<file path="src/rtl/nic_dma_defs.svh">
// Offsets, field widths, reset values and timing counts of the host bus and DMA block
`ifndef NIC_DMA_DEFS_SVH
`define NIC_DMA_DEFS_SVH
`define DATA_W         16
`define RSEL_W         4
`define BURST_W        4
`define FIFO_DEPTH     4
`define SLIP_CYCLES    4
`define ADDR_STEP_BYTE 16'h0001
`define ADDR_STEP_WORD 16'h0002
`define SEL_RESET      4'h0
`endif

</file>
<file path="src/rtl/nic_dma_pkg.sv">
// Types shared by the host bus and DMA block
package nic_dma_pkg;
  // Bus cycle states, Gray coded along T1'..T4', T1..T4
  typedef enum logic [3:0] {
    ST_IDLE = 4'h0,
    ST_REQ  = 4'h1,
    ST_X1   = 4'h3,
    ST_X2   = 4'h2,
    ST_X3   = 4'h6,
    ST_X4   = 4'h7,
    ST_T1   = 4'h5,
    ST_T2   = 4'h4,
    ST_T3   = 4'hC,
    ST_T4   = 4'hD,
    ST_SLIP = 4'h9
  } dma_st_t;
  // Remote port handshake states
  typedef enum logic [1:0] {
    P_IDLE = 2'h0,
    P_STB  = 2'h1,
    P_GAP  = 2'h3,
    P_REQ  = 2'h2
  } port_st_t;
endpackage : nic_dma_pkg

</file>
<file path="src/rtl/nic_bus_dma.sv">
// Host register port and bus master DMA engine of the network controller
//
// Function
// - Acknowledge only after synchronised select and strobe
// - Acknowledge waits for running DMA to finish
// - Acknowledge timed from the later of select, strobe
// - Select decoded when acknowledge is asserted
// - Address strobe high passes, falling edge latches
// - Late grant slips DMA start four clocks
// - Remote one transfer per tenure, local bursts
// - Extra address cycles only before first transfer
// - Upper address held through byte burst
// - Ready sampled at T3, waits while low
// - Port request after port strobe, drop after ack returns high
// - Next remote after ack, local served first
// - Request on clock edge, strobes only granted
// - Address strobed before memory read strobe
`timescale 1ns/100ps
`include "nic_dma_defs.svh"
module nic_bus_dma (
  input  wire logic                mclk_in,              // Bus clock
  input  wire logic                sys_rst_in,           // Async reset, high
  input  wire logic                clk_en_in,            // Clock enable
  input  wire logic                cs_n_in,              // Chip select, low
  input  wire logic                slave_read_n_in,      // Register read strobe, low
  input  wire logic                slave_write_n_in,     // Register write strobe, low
  input  wire logic [`RSEL_W-1:0]  reg_select_in,        // Register select lines
  input  wire logic                addr_strobe0_in,      // Select latch strobe
  output logic                     ack_n_out,            // Slave acknowledge, low
  output logic      [`RSEL_W-1:0]  reg_index_out,        // Decoded register index
  output logic                     reg_rd_out,           // Register read pulse
  output logic                     reg_wr_out,           // Register write pulse
  input  wire logic                local_req_in,         // FIFO wants local DMA
  input  wire logic [`BURST_W-1:0] burst_len_in,         // Local burst length, 0 = 16
  input  wire logic                local_load_in,        // Load local address
  input  wire logic [`DATA_W-1:0]  local_addr_in,        // Local start address
  input  wire logic                remote_start_in,      // Start remote read
  input  wire logic [`DATA_W-1:0]  remote_addr_in,       // Remote start address
  input  wire logic [`DATA_W-1:0]  remote_count_in,      // Remote transfers
  input  wire logic                mode_word_in,         // Word transfers
  input  wire logic                mode_32bit_in,        // 32-bit addressing
  input  wire logic [`DATA_W-1:0]  ext_addr_in,          // Upper address word
  output logic                     bus_req_out,          // Bus request
  input  wire logic                bus_grant_in,         // Bus grant
  output logic                     ctrl_oe_out,          // Bus strobes driven
  output logic                     addr_strobe0_out,     // Address strobe
  output logic                     addr_strobe1_out,     // Upper address strobe
  output logic                     mem_read_n_out,       // Memory read, low
  input  wire logic                ready_in,             // Memory ready, low waits
  output logic      [`DATA_W-1:0]  muxed_addr_data_out,  // Address lines out
  output logic                     muxed_addr_data_oe_out, // Address lines driven
  output logic                     upper_addr_oe_out,    // Upper address driven
  input  wire logic [`DATA_W-1:0]  muxed_addr_data_in,   // Memory read data
  output logic                     port_req_out,         // Port request
  output logic                     port_write_n_out,     // Port write strobe, low
  output logic      [`DATA_W-1:0]  port_data_out,        // Word for I/O port
  input  wire logic                remote_read_ack_n_in, // Remote read ack, low
  output logic      [`DATA_W-1:0]  net_data_out,         // FIFO data to network
  output logic                     net_valid_out,        // FIFO data valid
  input  wire logic                net_ready_in          // Network takes word
);
  import nic_dma_pkg::*;

  dma_st_t                st_q, st_d;
  port_st_t               pst_q, pst_d;
  logic                   acc_s1_q, acc_s2_q, ack_q, ack_done_q;
  logic [`RSEL_W-1:0]     reg_index_q;
  logic                   reg_rd_q, reg_wr_q;
  logic [`RSEL_W-1:0]     sel_w;
  logic                   access_w, ack_set_w, slave_wait_w;
  logic                   sel_local_q, sel_local_d;
  logic [2:0]             slip_q;
  logic [`BURST_W-1:0]    beats_q;
  logic [`DATA_W-1:0]     lcl_addr_q, rem_addr_q, rem_cnt_q, ad_q;
  logic                   upper_oe_q;
  logic                   fifo_ready_w, local_go_w, rem_go_w;
  logic                   take_w, push_w, more_w;
  logic [`DATA_W-1:0]     cur_addr_w;

  // Address step for the selected transfer width
  function automatic logic [`DATA_W-1:0] next_addr(input logic [`DATA_W-1:0] a, input logic word);
    next_addr = a + (word ? `ADDR_STEP_WORD : `ADDR_STEP_BYTE);
  endfunction : next_addr

  regsel_latch u_sel (
    .clk_in    (mclk_in),
    .rst_in    (sys_rst_in),
    .en_in     (clk_en_in),
    .strobe_in (addr_strobe0_in),
    .sel_in    (reg_select_in),
    .sel_out   (sel_w)
  );

  // Full FIFO stalls the memory read in T3, so no word is dropped
  stream_fifo #(.WIDTH(`DATA_W), .DEPTH(`FIFO_DEPTH)) u_fifo (
    .clk_in        (mclk_in),
    .rst_in        (sys_rst_in),
    .en_in         (clk_en_in),
    .in_valid_in   (push_w),
    .in_ready_out  (fifo_ready_w),
    .in_data_in    (muxed_addr_data_in),
    .out_valid_out (net_valid_out),
    .out_ready_in  (net_ready_in),
    .out_data_out  (net_data_out)
  );

  // Slave access is live once both select and strobe are low
  assign access_w     = ~cs_n_in & (~slave_read_n_in | ~slave_write_n_in);
  assign slave_wait_w = acc_s2_q & ~ack_done_q;
  assign ack_set_w    = acc_s2_q & access_w & ~ack_done_q & (st_q == ST_IDLE);
  assign ack_n_out     = ~ack_q;
  assign reg_index_out = reg_index_q;
  assign reg_rd_out    = reg_rd_q;
  assign reg_wr_out    = reg_wr_q;

  // Slave synchroniser and acknowledge; ack holds until the strobe lifts
  always_ff @(posedge mclk_in or posedge sys_rst_in) begin
    if (sys_rst_in) begin
      acc_s1_q    <= 1'b0;
      acc_s2_q    <= 1'b0;
      ack_q       <= 1'b0;
      ack_done_q  <= 1'b0;
      reg_index_q <= `SEL_RESET;
      reg_rd_q    <= 1'b0;
      reg_wr_q    <= 1'b0;
    end else if (clk_en_in) begin
      acc_s1_q   <= access_w;
      acc_s2_q   <= acc_s1_q;
      ack_q      <= ack_set_w | (ack_q & access_w);
      ack_done_q <= (ack_done_q | ack_set_w) & acc_s2_q;
      reg_rd_q   <= ack_set_w & ~slave_read_n_in;
      reg_wr_q   <= ack_set_w & ~slave_write_n_in;
      if (ack_set_w) begin
        reg_index_q <= sel_w;
      end
    end
  end

  // Pending work; a waiting register access holds off new tenures
  assign local_go_w = local_req_in & fifo_ready_w & ~slave_wait_w;
  assign rem_go_w   = (rem_cnt_q != '0) & (pst_q == P_IDLE) & ~slave_wait_w;
  assign cur_addr_w = sel_local_q ? lcl_addr_q : rem_addr_q;
  assign take_w     = (st_q == ST_T3) & ready_in & (~sel_local_q | fifo_ready_w);
  assign push_w     = take_w & sel_local_q;
  assign more_w     = sel_local_q & local_req_in & fifo_ready_w & (beats_q != burst_len_in);

  // Bus cycle sequencer
  always_comb begin
    st_d        = st_q;
    sel_local_d = sel_local_q;
    unique case (st_q)
      ST_IDLE: begin
        if (local_go_w) begin
          st_d        = ST_REQ;
          sel_local_d = 1'b1;
        end else if (rem_go_w) begin
          st_d        = ST_REQ;
          sel_local_d = 1'b0;
        end
      end
      ST_REQ: begin
        if (!bus_grant_in) begin
          st_d = ST_SLIP;
        end else if (mode_32bit_in) begin
          st_d = ST_X1;
        end else begin
          st_d = ST_T1;
        end
      end
      ST_SLIP: begin
        if (slip_q == 3'h0) st_d = ST_REQ;
      end
      ST_X1:   st_d = ST_X2;
      ST_X2:   st_d = ST_X3;
      ST_X3:   st_d = ST_X4;
      ST_X4:   st_d = ST_T1;
      ST_T1:   st_d = ST_T2;
      ST_T2:   st_d = ST_T3;
      ST_T3: begin
        if (take_w) st_d = ST_T4;
      end
      ST_T4: begin
        st_d = more_w ? ST_T1 : ST_IDLE;
      end
      default: st_d = ST_IDLE;
    endcase
  end

  // Bus signals decoded from the state flops
  assign bus_req_out            = (st_q != ST_IDLE);
  assign ctrl_oe_out            = bus_req_out & (st_q != ST_REQ) & (st_q != ST_SLIP);
  assign addr_strobe0_out       = (st_q == ST_T1);
  assign addr_strobe1_out       = (st_q == ST_X1);
  assign mem_read_n_out         = ~((st_q == ST_T2) | (st_q == ST_T3));
  assign muxed_addr_data_out    = ad_q;
  assign muxed_addr_data_oe_out = (st_q == ST_T1) | (st_q == ST_X1) | (st_q == ST_X2);
  assign upper_addr_oe_out      = mode_word_in ? muxed_addr_data_oe_out : upper_oe_q;

  // Sequencer state, grant slip count and address phase register
  always_ff @(posedge mclk_in or posedge sys_rst_in) begin
    if (sys_rst_in) begin
      st_q        <= ST_IDLE;
      sel_local_q <= 1'b0;
      slip_q      <= 3'h0;
      ad_q        <= '0;
      upper_oe_q  <= 1'b0;
    end else if (clk_en_in) begin
      st_q        <= st_d;
      sel_local_q <= sel_local_d;
      if (st_d == ST_SLIP && st_q == ST_REQ) slip_q <= 3'(`SLIP_CYCLES - 1);
      else if (st_q == ST_SLIP) slip_q <= slip_q - 3'h1;
      if (st_d == ST_X1) ad_q <= ext_addr_in;
      else if (st_d == ST_T1) ad_q <= cur_addr_w;
      // Byte mode keeps upper address out until the burst ends
      upper_oe_q  <= (upper_oe_q | (st_d == ST_T1)) & (st_d != ST_IDLE);
    end
  end

  // Address and transfer counters
  always_ff @(posedge mclk_in or posedge sys_rst_in) begin
    if (sys_rst_in) begin
      lcl_addr_q <= '0;
      rem_addr_q <= '0;
      rem_cnt_q  <= '0;
      beats_q    <= '0;
    end else if (clk_en_in) begin
      if (local_load_in) lcl_addr_q <= local_addr_in;
      else if (push_w) lcl_addr_q <= next_addr(lcl_addr_q, mode_word_in);
      if (remote_start_in) begin
        rem_addr_q <= remote_addr_in;
        rem_cnt_q  <= remote_count_in;
      end else if (take_w && !sel_local_q) begin
        rem_addr_q <= next_addr(rem_addr_q, mode_word_in);
        rem_cnt_q  <= rem_cnt_q - 16'h0001;
      end
      if (st_q == ST_REQ) beats_q <= '0;
      else if (push_w) beats_q <= beats_q + 4'h1;
    end
  end

  // Remote port handshake: strobe, gap, then request until ack returns high
  always_comb begin
    pst_d = pst_q;
    unique case (pst_q)
      P_IDLE: if (take_w && !sel_local_q) pst_d = P_STB;
      P_STB:  pst_d = P_GAP;
      P_GAP:  pst_d = P_REQ;
      P_REQ:  if (!remote_read_ack_n_in) pst_d = P_IDLE;
    endcase
  end

  // Request stays up through the low ack pulse and drops once ack is high
  logic ack_seen_q;
  assign port_write_n_out = (pst_q != P_STB);
  assign port_req_out     = (pst_q == P_REQ) | ack_seen_q;

  always_ff @(posedge mclk_in or posedge sys_rst_in) begin
    if (sys_rst_in) begin
      pst_q         <= P_IDLE;
      ack_seen_q    <= 1'b0;
      port_data_out <= '0;
    end else if (clk_en_in) begin
      pst_q      <= pst_d;
      ack_seen_q <= ((pst_q == P_REQ) | ack_seen_q) & ~remote_read_ack_n_in;
      if (take_w && !sel_local_q) port_data_out <= muxed_addr_data_in;
    end
  end
endmodule : nic_bus_dma

</file>
<file path="src/rtl/regsel_latch.sv">
// Register select latch: transparent while the strobe is high, captures on its fall
`timescale 1ns/100ps
`include "nic_dma_defs.svh"
module regsel_latch (
  input  wire logic               clk_in,     // Bus clock
  input  wire logic               rst_in,     // Async reset, high
  input  wire logic               en_in,      // Clock enable
  input  wire logic               strobe_in,  // Address strobe, low pulse latches
  input  wire logic [`RSEL_W-1:0] sel_in,     // Raw select lines
  output logic      [`RSEL_W-1:0] sel_out     // Effective select
);
  logic               prev_q;
  logic [`RSEL_W-1:0] held_q;
  logic               fell_w;

  // Falling strobe captures, high strobe flows through
  assign fell_w  = prev_q & ~strobe_in;
  assign sel_out = (strobe_in | fell_w) ? sel_in : held_q;

  // Strobe history and held select
  always_ff @(posedge clk_in or posedge rst_in) begin
    if (rst_in) begin
      prev_q <= 1'b1;
      held_q <= `SEL_RESET;
    end else if (en_in) begin
      prev_q <= strobe_in;
      if (fell_w) begin
        held_q <= sel_in;
      end
    end
  end
endmodule : regsel_latch

</file>
<file path="src/rtl/stream_fifo.sv">
// Small valid/ready FIFO between memory reads and the network side
`timescale 1ns/100ps
module stream_fifo #(
  parameter int WIDTH = 16,
  parameter int DEPTH = 4
) (
  input  wire logic             clk_in,        // Clock
  input  wire logic             rst_in,        // Async reset, high
  input  wire logic             en_in,         // Clock enable
  input  wire logic             in_valid_in,   // Write request
  output logic                  in_ready_out,  // Room for a word
  input  wire logic [WIDTH-1:0] in_data_in,    // Write data
  output logic                  out_valid_out, // Word available
  input  wire logic             out_ready_in,  // Reader takes word
  output logic      [WIDTH-1:0] out_data_out   // Head word
);
  localparam int AW = $clog2(DEPTH);
  logic [WIDTH-1:0] mem_q [DEPTH];
  logic [AW-1:0]    wr_q;
  logic [AW-1:0]    rd_q;
  logic [AW:0]      cnt_q;
  logic             push_w;
  logic             pop_w;

  // Honest full and empty from the fill count
  assign in_ready_out  = cnt_q != (AW+1)'(DEPTH);
  assign out_valid_out = cnt_q != '0;
  assign push_w        = in_valid_in & in_ready_out;
  assign pop_w         = out_valid_out & out_ready_in;
  assign out_data_out  = mem_q[rd_q];

  // Storage needs no reset; emptiness comes from the count
  always_ff @(posedge clk_in) begin
    if (en_in && push_w) begin
      mem_q[wr_q] <= in_data_in;
    end
  end

  // Pointers and count
  always_ff @(posedge clk_in or posedge rst_in) begin
    if (rst_in) begin
      wr_q  <= '0;
      rd_q  <= '0;
      cnt_q <= '0;
    end else if (en_in) begin
      if (push_w) wr_q <= AW'(wr_q + 1'b1);
      if (pop_w) rd_q <= AW'(rd_q + 1'b1);
      cnt_q <= (AW+1)'(cnt_q + {{AW{1'b0}}, push_w} - {{AW{1'b0}}, pop_w});
    end
  end
endmodule : stream_fifo

</file>
<file path="config.mk">
export PLATFORM = sky130hd
export DESIGN_NAME = nic_bus_dma
export DESIGN_NICKNAME = d
export VERILOG_FILES = /design/src/rtl/nic_dma_pkg.sv /design/src/rtl/nic_bus_dma.sv /design/src/rtl/regsel_latch.sv /design/src/rtl/stream_fifo.sv
export VERILOG_INCLUDE_DIRS = /design/src /design/src/rtl
export SDC_FILE = /design/constraint.sdc
export NUM_CORES = 1
export LEC_CHECK = 0
export ABC_AREA = 1
export BUFFER_PORTS_ARGS = -buffer_cell sky130_fd_sc_hd__buf_2
export CAP_MARGIN = 20
export CORE_MARGIN = 5
export CORE_UTILIZATION = 30
export DETAILED_ROUTE_END_ITERATION = 12
export GPL_ROUTABILITY_DRIVEN = 0
export MAX_ROUTING_LAYER = met4
export PLACE_DENSITY = 0.47
export SYNTH_ARGS = -nofsm -noshare
export SYNTH_HDL_FRONTEND = slang
export SYNTH_HIERARCHICAL = 1
export SYNTH_SLANG_ARGS = --single-unit
</file>
<file path="constraint.sdc">
create_clock -name mclk_in -period 4 [get_ports mclk_in]
set_input_delay 0.4 -clock mclk_in [delete_from_list [all_inputs] [get_ports mclk_in]]
set_output_delay 0.4 -clock mclk_in [all_outputs]
set_load 0.1 [all_outputs]
</file>
## Word level (Yosys, flattened, before mapping)

Memory sizes are Yosys's and may differ from the RTL's.
Cells that the tools add are included.

- Register bits after elaboration: 118
- RAM bits: 64
- Input port bits: 104
- Output and inout bits: 65
- Logic and storage cells: 163
- Memories kept: 1

Memory list:

| memory | depth | width | rd ports | clocked after Yosys merged registers in | write ports | line | source |
|---|---|---|---|---|---|---|---|
| u_fifo.mem_q | 4 | 16 | 1 | 0 | 1 | stream_fifo.sv:18 | `logic [WIDTH-1:0] mem_q [DEPTH];` |

- Add/subtract/negate cells: 9
- Equal/unequal tests: 23
- Mux-type cells: 31
- Bitwise gates (word level): 46
- Reductions and logical operators: 29

Operator list:

| kind | number |
|---|---|
| $mux W16 | 9 |
| $pmux W4 S11 | 1 |
| $mux W4 | 8 |
| $and A1 B1 Y1 | 26 |
| $eq A4 B3 Y1 const B | 5 |
| $reduce_and A2 Y1 | 10 |
| $add A16 B16 Y16 | 1 |
| $add A16 B2 Y16 | 1 |
| $eq A4 B4 Y1 const B | 4 |
| $reduce_bool A16 Y1 | 1 |
| $sub A16 B1 Y16 const B | 1 |
| $eq A4 B2 Y1 const B | 3 |
| $mux W3 | 4 |
| $reduce_bool A2 Y1 | 6 |
| $not A1 Y1 | 10 |
| $or A1 B1 Y1 | 10 |
| $pmux W2 S4 | 1 |
| $reduce_bool A4 Y1 | 2 |
| $mux W2 | 3 |
| $reduce_and A3 Y1 | 2 |
| $mux W1 | 5 |
| $add A2 B1 Y2 const B | 2 |
| $add A4 B1 Y4 const B | 1 |
| $eq A2 B2 Y1 const B | 2 |
| 17 further kinds | 20 |

## Logic depth before layout (Yosys ltp)

Gate-level depths: netlist of the first run.

- Word-level depth: 11
- Mapped depth: 16
- Depth with buffers taken out: 16

## By module

The synthesis of the first run kept the hierarchy.

By module, submodules not included:

| module | instances | cells an instance | area each (um^2) | sequential area each (um^2) |
|---|---|---|---|---|
| nic_bus_dma | 1 | 861 | 6234.7 | 2652.5 |
| stream_fifo | 1 | 218 | 2921.6 | 2097.0 |
| regsel_latch | 1 | 36 | 272.8 | 126.4 |

## Worst setup path after synthesis of the first run

OpenSTA, ideal clock, no wires.

- Path type: reg-to-output
- Start: register st_q[1]
- End: output port upper_addr_oe_out
- Arrival time: 3.276 ns
- Data required time: 3.600 ns
- Path slack: 0.324 ns
- Cell stages (with the launch flop): 6
- Path buffers: 0
- Cells stage by stage: dfrtp_1 inv_2 nand2_2 o22ai_1 nand2_1 o21ai_0

- Cells in the longest elaborated chain, start to end: 4
- Elaborated cells on any way between the ends: 6
- Classes of those cells: 3 x eq/ne; 1 x mux; 2 x bitwise

Ends and longest elaborated chain:

| element | line | source |
|---|---|---|
| start, declared | nic_bus_dma.sv:64 | `dma_st_t st_q, st_d;` |
| start signal, assigned | nic_bus_dma.sv:208 | `st_q <= st_d;` |
| $eq A4 B3 Y1 or $eq A4 B2 Y1 (tied branches) | nic_bus_dma.sv:196 | `assign muxed_addr_data_oe_out = (st_q == ST_T1) \| (st_q == ST_X1) \| (st_q == ST_X2);` |
| $or A1 B1 Y1 | nic_bus_dma.sv:196 |  |
| $or A1 B1 Y1 * | nic_bus_dma.sv:196 |  |
| via muxed_addr_data_oe_out | nic_bus_dma.sv:51 | `output logic muxed_addr_data_oe_out,` |
| $mux W1 * | nic_bus_dma.sv:197 | `assign upper_addr_oe_out = mode_word_in ? muxed_addr_data_oe_out : upper_oe_q;` |
| end, declared | nic_bus_dma.sv:52 | `output logic upper_addr_oe_out,` |

Mark *: on every way through the listed nets, which the timed path passes. The rest lies on a longest branch.

## Worst setup path after layout of the first run

- Start: register sel_local_q
- End: register u_fifo.cnt_q[2]

- Cells in the longest elaborated chain, start to end: 7

Ends and longest elaborated chain:

| element | line | source |
|---|---|---|
| start, declared | nic_bus_dma.sv:71 | `logic sel_local_q, sel_local_d;` |
| start signal, assigned | nic_bus_dma.sv:209 | `sel_local_q <= sel_local_d;` |
| $not A1 Y1 | nic_bus_dma.sv:143 | `assign take_w = (st_q == ST_T3) & ready_in & (~sel_local_q \| fifo_ready_w);` |
| $or A1 B1 Y1 | nic_bus_dma.sv:143 |  |
| $and A1 B1 Y1 | nic_bus_dma.sv:143 |  |
| $and A1 B1 Y1 * | nic_bus_dma.sv:144 | `assign push_w = take_w & sel_local_q;` |
| via push_w | nic_bus_dma.sv:77 | `logic take_w, push_w, more_w;` |
| $and A1 B1 Y1 * | stream_fifo.sv:28 | `assign push_w = in_valid_in & in_ready_out;` |
| $add A3 B1 Y3 * | stream_fifo.sv:48 | `cnt_q <= (AW+1)'(cnt_q + {{AW{1'b0}}, push_w} - {{AW{1'b0}}, pop_w});` |
| $sub A3 B1 Y3 * | stream_fifo.sv:48 |  |
| end signal, assigned | stream_fifo.sv:48 |  |
| end, declared | stream_fifo.sv:21 | `logic [AW:0] cnt_q;` |

Marked as above.
A chain may end at the register's enable or synchronous reset.

==> flow_metrics.env, run 1 <==
export IMPL_cp_common_cell="nor2_1"
export IMPL_p_sw_mw=4.54
export IMPL_place_ws_ns=1.19
export IMPL_die_w_um=187
export IMPL_cp_slowest_cell="dfrtp_1"
export IMPL_synth_area_leader_cell="dfrtp_1"
export IMPL_status="finished, final reports clean"
export IMPL_die_h_um=187
export IMPL_worstSetupPathType="flop to flop"
export IMPL_slew_headroom=0.415
export IMPL_coreArea_sq_mm=0.0313
export IMPL_powerDensity_mw_per_mm2=752
export IMPL_drt_initial_drc_count=607
export IMPL_synth_edf_count=64
export IMPL_synth_main_ff_cell="dfrtp_1"
export IMPL_critPathLaunchType="flop"
export IMPL_p_leak_nw=5.23
export IMPL_hold_worst_slack_ns=0.155
export IMPL_worstHoldPathCells=2
export IMPL_max_cap_viol_count=0
export IMPL_finalCritPeriodShare=0.702
export IMPL_power_mw=8.43
export IMPL_clkSinkCount=182
export IMPL_r2r_cells=12
export IMPL_die_area_sq_mm=0.0351
export IMPL_cp_max_fo=19
export IMPL_ant_nets=0
export IMPL_h_tree_depth=4
export IMPL_avgSynthCellArea_sq_um=8.46
export IMPL_placedCellCount=1654
export IMPL_clock_power_share=0.205
export IMPL_synthCells=1115
export IMPL_synth_top_cell_area_share=0.311
export IMPL_seqPwrFrac=0.313
export IMPL_place_area_sq_mm=0.0106
export IMPL_grt_max_degree=60
export IMPL_ys_seq_area_frac=0.517
export IMPL_vias_per_cell=4.79
export IMPL_drive_gt1_frac=0.191
export IMPL_ys_warn_count=6
export IMPL_num_io_pins=169
export IMPL_p_int_mw=3.89
export IMPL_grt_overflow=0
export IMPL_clkTransAtPathRegs_ns=0.08
export IMPL_crit_chain="inv_4 > nor2_1 > nor2_2 > nand2_2 > nor2_1 > a21boi_0 > ha_1 > inv_1 > fa_1 > or2_1 > nand4_1 > nand2_1"
export IMPL_multi_input_area_sq_mm=0.00385
export IMPL_min_period_ns=2.81
export IMPL_start_util=0.301
export IMPL_port_buffers=168
export IMPL_finalHoldViolCount=0
export IMPL_final_setup_tns_ns=0
export IMPL_swShare=0.538
export IMPL_slew_violations=0
export IMPL_min_path_type="input pin to flop"
export IMPL_async_reset_ff_frac=0.648
export IMPL_tritoncts="built"
export IMPL_grt_pass1_vias=7840
export IMPL_first_pass_iters=5
export IMPL_ff_latch_area_sq_mm=0.00488
export IMPL_netlist_top_cells_area="dfrtp_1 31%, edfxtp_1 20%, nand2_1 12%"
export IMPL_final_cell_count_no_fill=1687
export IMPL_fin_skew_ns=0.0140
export IMPL_ir_drop_v=0.000694
export IMPL_setup_viol=0
export IMPL_cts_made_buffers=17
export IMPL_grt_usage=0.160
export IMPL_setup_slack_ns=1.19
export IMPL_fill_cells=3269
export IMPL_final_util=0.358
export IMPL_synth_cell_types=45
export IMPL_critPathArrivalTime_ns=3.15
export IMPL_wl_per_cell_um=16.1
export IMPL_synthToLayoutAreaGrowth_pct=18.9
export IMPL_clock_path_buffers=2
export IMPL_cts_root_buffer_cell="clkbuf_16"
export IMPL_ys_top_cells_by_count="291 x nand2_1, 129 x nor2_1, 117 x dfrtp_1, 97 x inv_1, 78 x o21ai_0"
export IMPL_p_comb_frac=0.482
export IMPL_yosys_cell_count_top_type="nand2_1"
export IMPL_insertion_delay_ns=0.45
export IMPL_rows=65
export IMPL_max_stage_delay_ns=0.65
export IMPL_dr_total_vias=8089
export IMPL_synth_nets=1236
export IMPL_grt_antenna_before_repair=0
export IMPL_grt_pass1_wl_um=43200
export IMPL_dp_hpwl_um=19000
export IMPL_drt_total_wl_um=27100
export IMPL_nets=1393
export IMPL_design_area_sq_mm=0.0112
export IMPL_crit_required_ns=4.35
export IMPL_ys_ff_latch=182
export IMPL_tightestPinTransition_ns=0.876
export IMPL_drc=0
export IMPL_end_kind="flop"
export IMPL_antenna_cells=0
export IMPL_rsz0062_at_grt="false"
export IMPL_max_freq_ghz=0.356
export IMPL_syn_cell_area_sq_mm=0.00943
[final timing paths]
check	end	start	slack, ns
worst max-delay path	u_fifo/cnt_q[2]	sel_local_q	1.19
worst min-delay path	reg_wr_out	slave_write_n_in	0.16
worst max register to register	u_fifo/cnt_q[2]	sel_local_q	1.19
worst min register to register	port_data_out[10]	port_data_out[10]	0.46
max in group asynchronous	rem_addr_q[6]	sys_rst_in	2.55
min in group asynchronous	u_sel/held_q[1]	sys_rst_in	0.45
[power by group through the flow]
stage          clock network [mW]  logic, mW  registers (mW)
4_1_cts                      1.80       4.10            2.64
2_1_floorplan                   0       2.56            3.48
3_5_place_dp                    0       4.09            2.67
5_1_grt                      1.88       4.36            2.69
6_report                     1.73       4.06            2.64
3_3_place_gp                    0       4.08            2.67
[critical path, delay by kind of cell, from the launching register on]
| family | cells | cell delay (ns) |
|---|---|---|
| AO/OA/AOI/OAI | 1 | 0.23 |
| adder cells (fa/ha/maj) | 2 | 0.55 |
| flip-flops | 1 | 0.65 |
| buffers and inverters | 2 | 0.34 |
| AND/OR/NAND/NOR | 7 | 0.92 |
[cell usage in the layout, fill, tap and decap left out, types with 13 or more instances in the layout]
cell / n
nand2_1: 291
buf_2: 168
nor2_1: 129
dfrtp_1: 117
inv_1: 96
o21ai_0: 78
edfxtp_1: 64
nand3_1: 55
a21oi_1: 46
o21ai_1: 27
a31oi_1: 23
o22ai_1: 22
nand4_1: 18
clkbuf_16: 17
o211ai_1: 16
ha_1: 14
buf_4: 13
[sequential cells by signal, summed over array words and instances (netlist names), 2 cells and up]
name and flops:
beats_q 4, lcl_addr_q 16, muxed_addr_data_out 16, port_data_out 16, pst_q 2, reg_index_out 4, rem_addr_q 16, rem_cnt_q 16
slip_q 3, st_q 4, u_fifo/cnt_q 3, u_fifo/mem_q 64, u_fifo/rd_q 2, u_fifo/wr_q 2, u_sel/held_q 4
[cell families (layout without fill, tap and decap cells)]
logic type,Yosys count,count (layout),share of synthesized area
fa+ha+maj,17,17,0.0249
simple gates,525,525,0.234
compound gates,224,224,0.132
xor+xnor,14,14,0.0130
flops,182,182,0.517
buf+inv,149,319,0.0740
mux,4,4,0.00478
[final cells by class]
| cell class | count | area share |
|---|---|---|
| Clock inverter | 14 | 0.0154 |
| Timing Repair Buffer | 183 | 0.0864 |
| Tap cell | 402 | 0.0449 |
| Clock buffer | 18 | 0.0383 |
| Sequential cell | 182 | 0.435 |
| Inverter | 104 | 0.0363 |
| Multi-Input combinational cell | 784 | 0.344 |
[timing repair]
item	4_1_cts	5_1_grt
hold buffers	1	0
hold endpoints to repair	11	0
gates resized for setup	0	0
setup buffers	0	0
setup endpoints to repair	0	0
[metal layers]
layer | routed length (um) | share of wire | vias to the layer above | track usage
li1 | - | - | 4051 | -
met1 | 13200 | 0.49 | 3843 | 0.216
met2 | 12700 | 0.47 | 180 | 0.252
met3 | 1050 | 0.039 | 15 | 0.0300
met4 | 211 | 0.0078 | 0 | 0.0336
met5 | 0 | 0 | - | -
Power figures use the tool's default switching activity.
==> inputs of run 2 (changes only) <==
- PLACE_DENSITY: 0.47 -> 0.49
- clock period: 4 -> 2.4 ns (I/O delays scaled with it)
==> flow_metrics.env, run 2 (synthesized netlist as in run 1, its figures left out) <==
export IMPL_status="finished, final reports clean"
export IMPL_tightestPinTransition_ns=0.711
export IMPL_h_tree_depth=4
export IMPL_vias_per_cell=4.72
export IMPL_grt_usage=0.159
export IMPL_nets=1422
export IMPL_timing_rr_start="lcl_addr_q[0]"
export IMPL_start_util=0.301
export IMPL_rsz0062_at_grt="false"
export IMPL_num_io_pins=169
export IMPL_clkTransAtPathRegs_ns=0.07
export IMPL_slew_headroom=0.525
export IMPL_final_util=0.374
export IMPL_first_pass_iters=4
export IMPL_cp_num_buf_inv=3
export IMPL_grt_max_degree=49
export IMPL_cts_root_buffer_cell="clkbuf_16"
export IMPL_hold_end="lcl_addr_q[7]"
export IMPL_largest_reg_flops=64
export IMPL_hold_start="local_addr_in[7]"
export IMPL_rows=65
export IMPL_largest_register="u_fifo/mem_q"
export IMPL_fin_skew_ns=0.0130
export IMPL_crit_required_ns=2.16
export IMPL_end_kind="output port"
export IMPL_placedCellCount=1680
export IMPL_powerDensity_mw_per_mm2=1260
export IMPL_clock_power_share=0.210
export IMPL_dr_total_vias=8116
export IMPL_clkSinkCount=182
export IMPL_coreArea_sq_mm=0.0313
export IMPL_rrSetupSlack_ns=0.21
export IMPL_max_cap_viol_count=0
export IMPL_worstHoldPathCells=3
export IMPL_drt_total_wl_um=27300
export IMPL_dp_hpwl_um=19700
export IMPL_cp_max_fo=34
export IMPL_grt_overflow=0
export IMPL_setup_viol=0
export IMPL_drt_initial_drc_count=465
export IMPL_critPathArrivalTime_ns=2.03
export IMPL_swShare=0.512
export IMPL_drive_gt1_frac=0.227
export IMPL_slew_violations=0
export IMPL_p_comb_frac=0.498
export IMPL_synthToLayoutAreaGrowth_pct=24.3
export IMPL_die_w_um=187
export IMPL_p_sw_mw=7.56
export IMPL_finalCritPeriodShare=0.946
export IMPL_wl_per_cell_um=15.9
export IMPL_crit_chain="buf_12 > inv_8 > nor2_1 > o22ai_2 > buf_2"
export IMPL_final_setup_tns_ns=0
export IMPL_grt_pass1_wl_um=43600
export IMPL_tritoncts="built"
export IMPL_drc=0
export IMPL_insertion_delay_ns=0.44
export IMPL_min_period_ns=2.27
export IMPL_die_area_sq_mm=0.0351
export IMPL_cp_slowest_cell="dfrtp_1"
export IMPL_cts_setup_buffers=0
export IMPL_final_cell_count_no_fill=1718
export IMPL_ant_nets=0
export IMPL_layout_common_cells="291 x nand2_1, 158 x buf_2, 120 x nor2_1"
export IMPL_worstSetupPathType="flop to output port"
export IMPL_cts_made_buffers=17
export IMPL_seqPwrFrac=0.292
export IMPL_r2r_cells=11
export IMPL_grt_antenna_before_repair=2
export IMPL_min_path_type="input pin to flop"
export IMPL_grt_pass1_vias=7972
export IMPL_ir_drop_v=0.00105
export IMPL_final_common_cell="nand2_1"
export IMPL_die_h_um=187
export IMPL_max_freq_ghz=0.441
export IMPL_critPathLaunchType="flop"
export IMPL_clock_path_buffers=2
export IMPL_finalHoldViolCount=0
export IMPL_p_int_mw=7.19
export IMPL_hold_worst_slack_ns=0.0295
export IMPL_p_leak_nw=5.47
export IMPL_max_stage_delay_ns=0.49
export IMPL_cp_top_family="buffers and inverters"
export IMPL_r2r_end="lcl_addr_q[14]"
export IMPL_port_buffers=168
run 2: final cells by class:
cell class                 count  area (sq um)
multi-input combinational    784          3990
sequential                   182          4880
timing repair buffer         212          1280
inverter                     104           408
tap                          402           503
clock buffer                  22           528
fill                        3287         19600
antenna                        2          5.00
clock inverter                10           125
run 2: worst reg2reg max path, delay by kind of cell, from the launching register on:
kind | cells | cell delay [ns]
AO/OA/AOI/OAI | 1 | 0.10
adder cells (fa/ha/maj) | 2 | 0.58
buffers and inverters | 1 | 0.05
flip-flops | 1 | 0.38
AND/OR/NAND/NOR | 7 | 1.03
run 2: what timing repair did:
action                     CTS  global route
hold buffers                 4             0
gates resized for setup      1            15
setup endpoints to repair    1            21
hold endpoints to repair    34             0
run 2: layer usage:
metal / vias to the layer above / part of all wire / track usage
li1: 4094 / - / -
met1: 3819 / 0.47 / 0.209
met2: 190 / 0.48 / 0.254
met3: 13 / 0.046 / 0.0371
met4: 0 / 0.0089 / 0.0341
met5: - / 0 / -
run 2: power groups by stage:
stage          registers, mW  clock network [mW]  logic (mW)
5_1_grt                 4.39                3.34        7.87
2_1_floorplan           5.79                   0        4.43
6_report                4.30                3.10        7.35
3_3_place_gp            4.36                   0        7.32
4_1_cts                 4.30                3.19        7.38
3_5_place_dp            4.35                   0        7.36
run 2: worst max path at each step:
| stage | startpoint | end | slack, ns | depth (start not counted) |
|---|---|---|---|---|
| CTS | u_fifo/rd_q[1] | net_data_out[6] | 0.001 | 5 |
| global placement | mode_word_in | rem_addr_q[10] | 0.03 | 17 |
| finish | u_fifo/rd_q[0] | net_data_out[7] | 0.13 | 5 |
| global route | lcl_addr_q[0] | lcl_addr_q[14] | 0.001 | 11 |
| floorplan | st_q[3] | upper_addr_oe_out | -0.44 | 5 |
| detailed placement | mode_word_in | rem_addr_q[12] | 0.01 | 17 |
run 2: through the flow:
stage / total power, mW / cell area, sq um / setup slack (ns)
6_report: 14.8 / 11700 / 0.130
5_1_grt: 15.6 / 11700 / 0.000966
4_1_cts: 14.9 / 11700 / 0.000985
3_5_place_dp: 11.7 / 11000 / 0.0113
3_3_place_gp: 11.7 / 11000 / 0.0300
2_1_floorplan: 10.2 / 9560 / -0.437
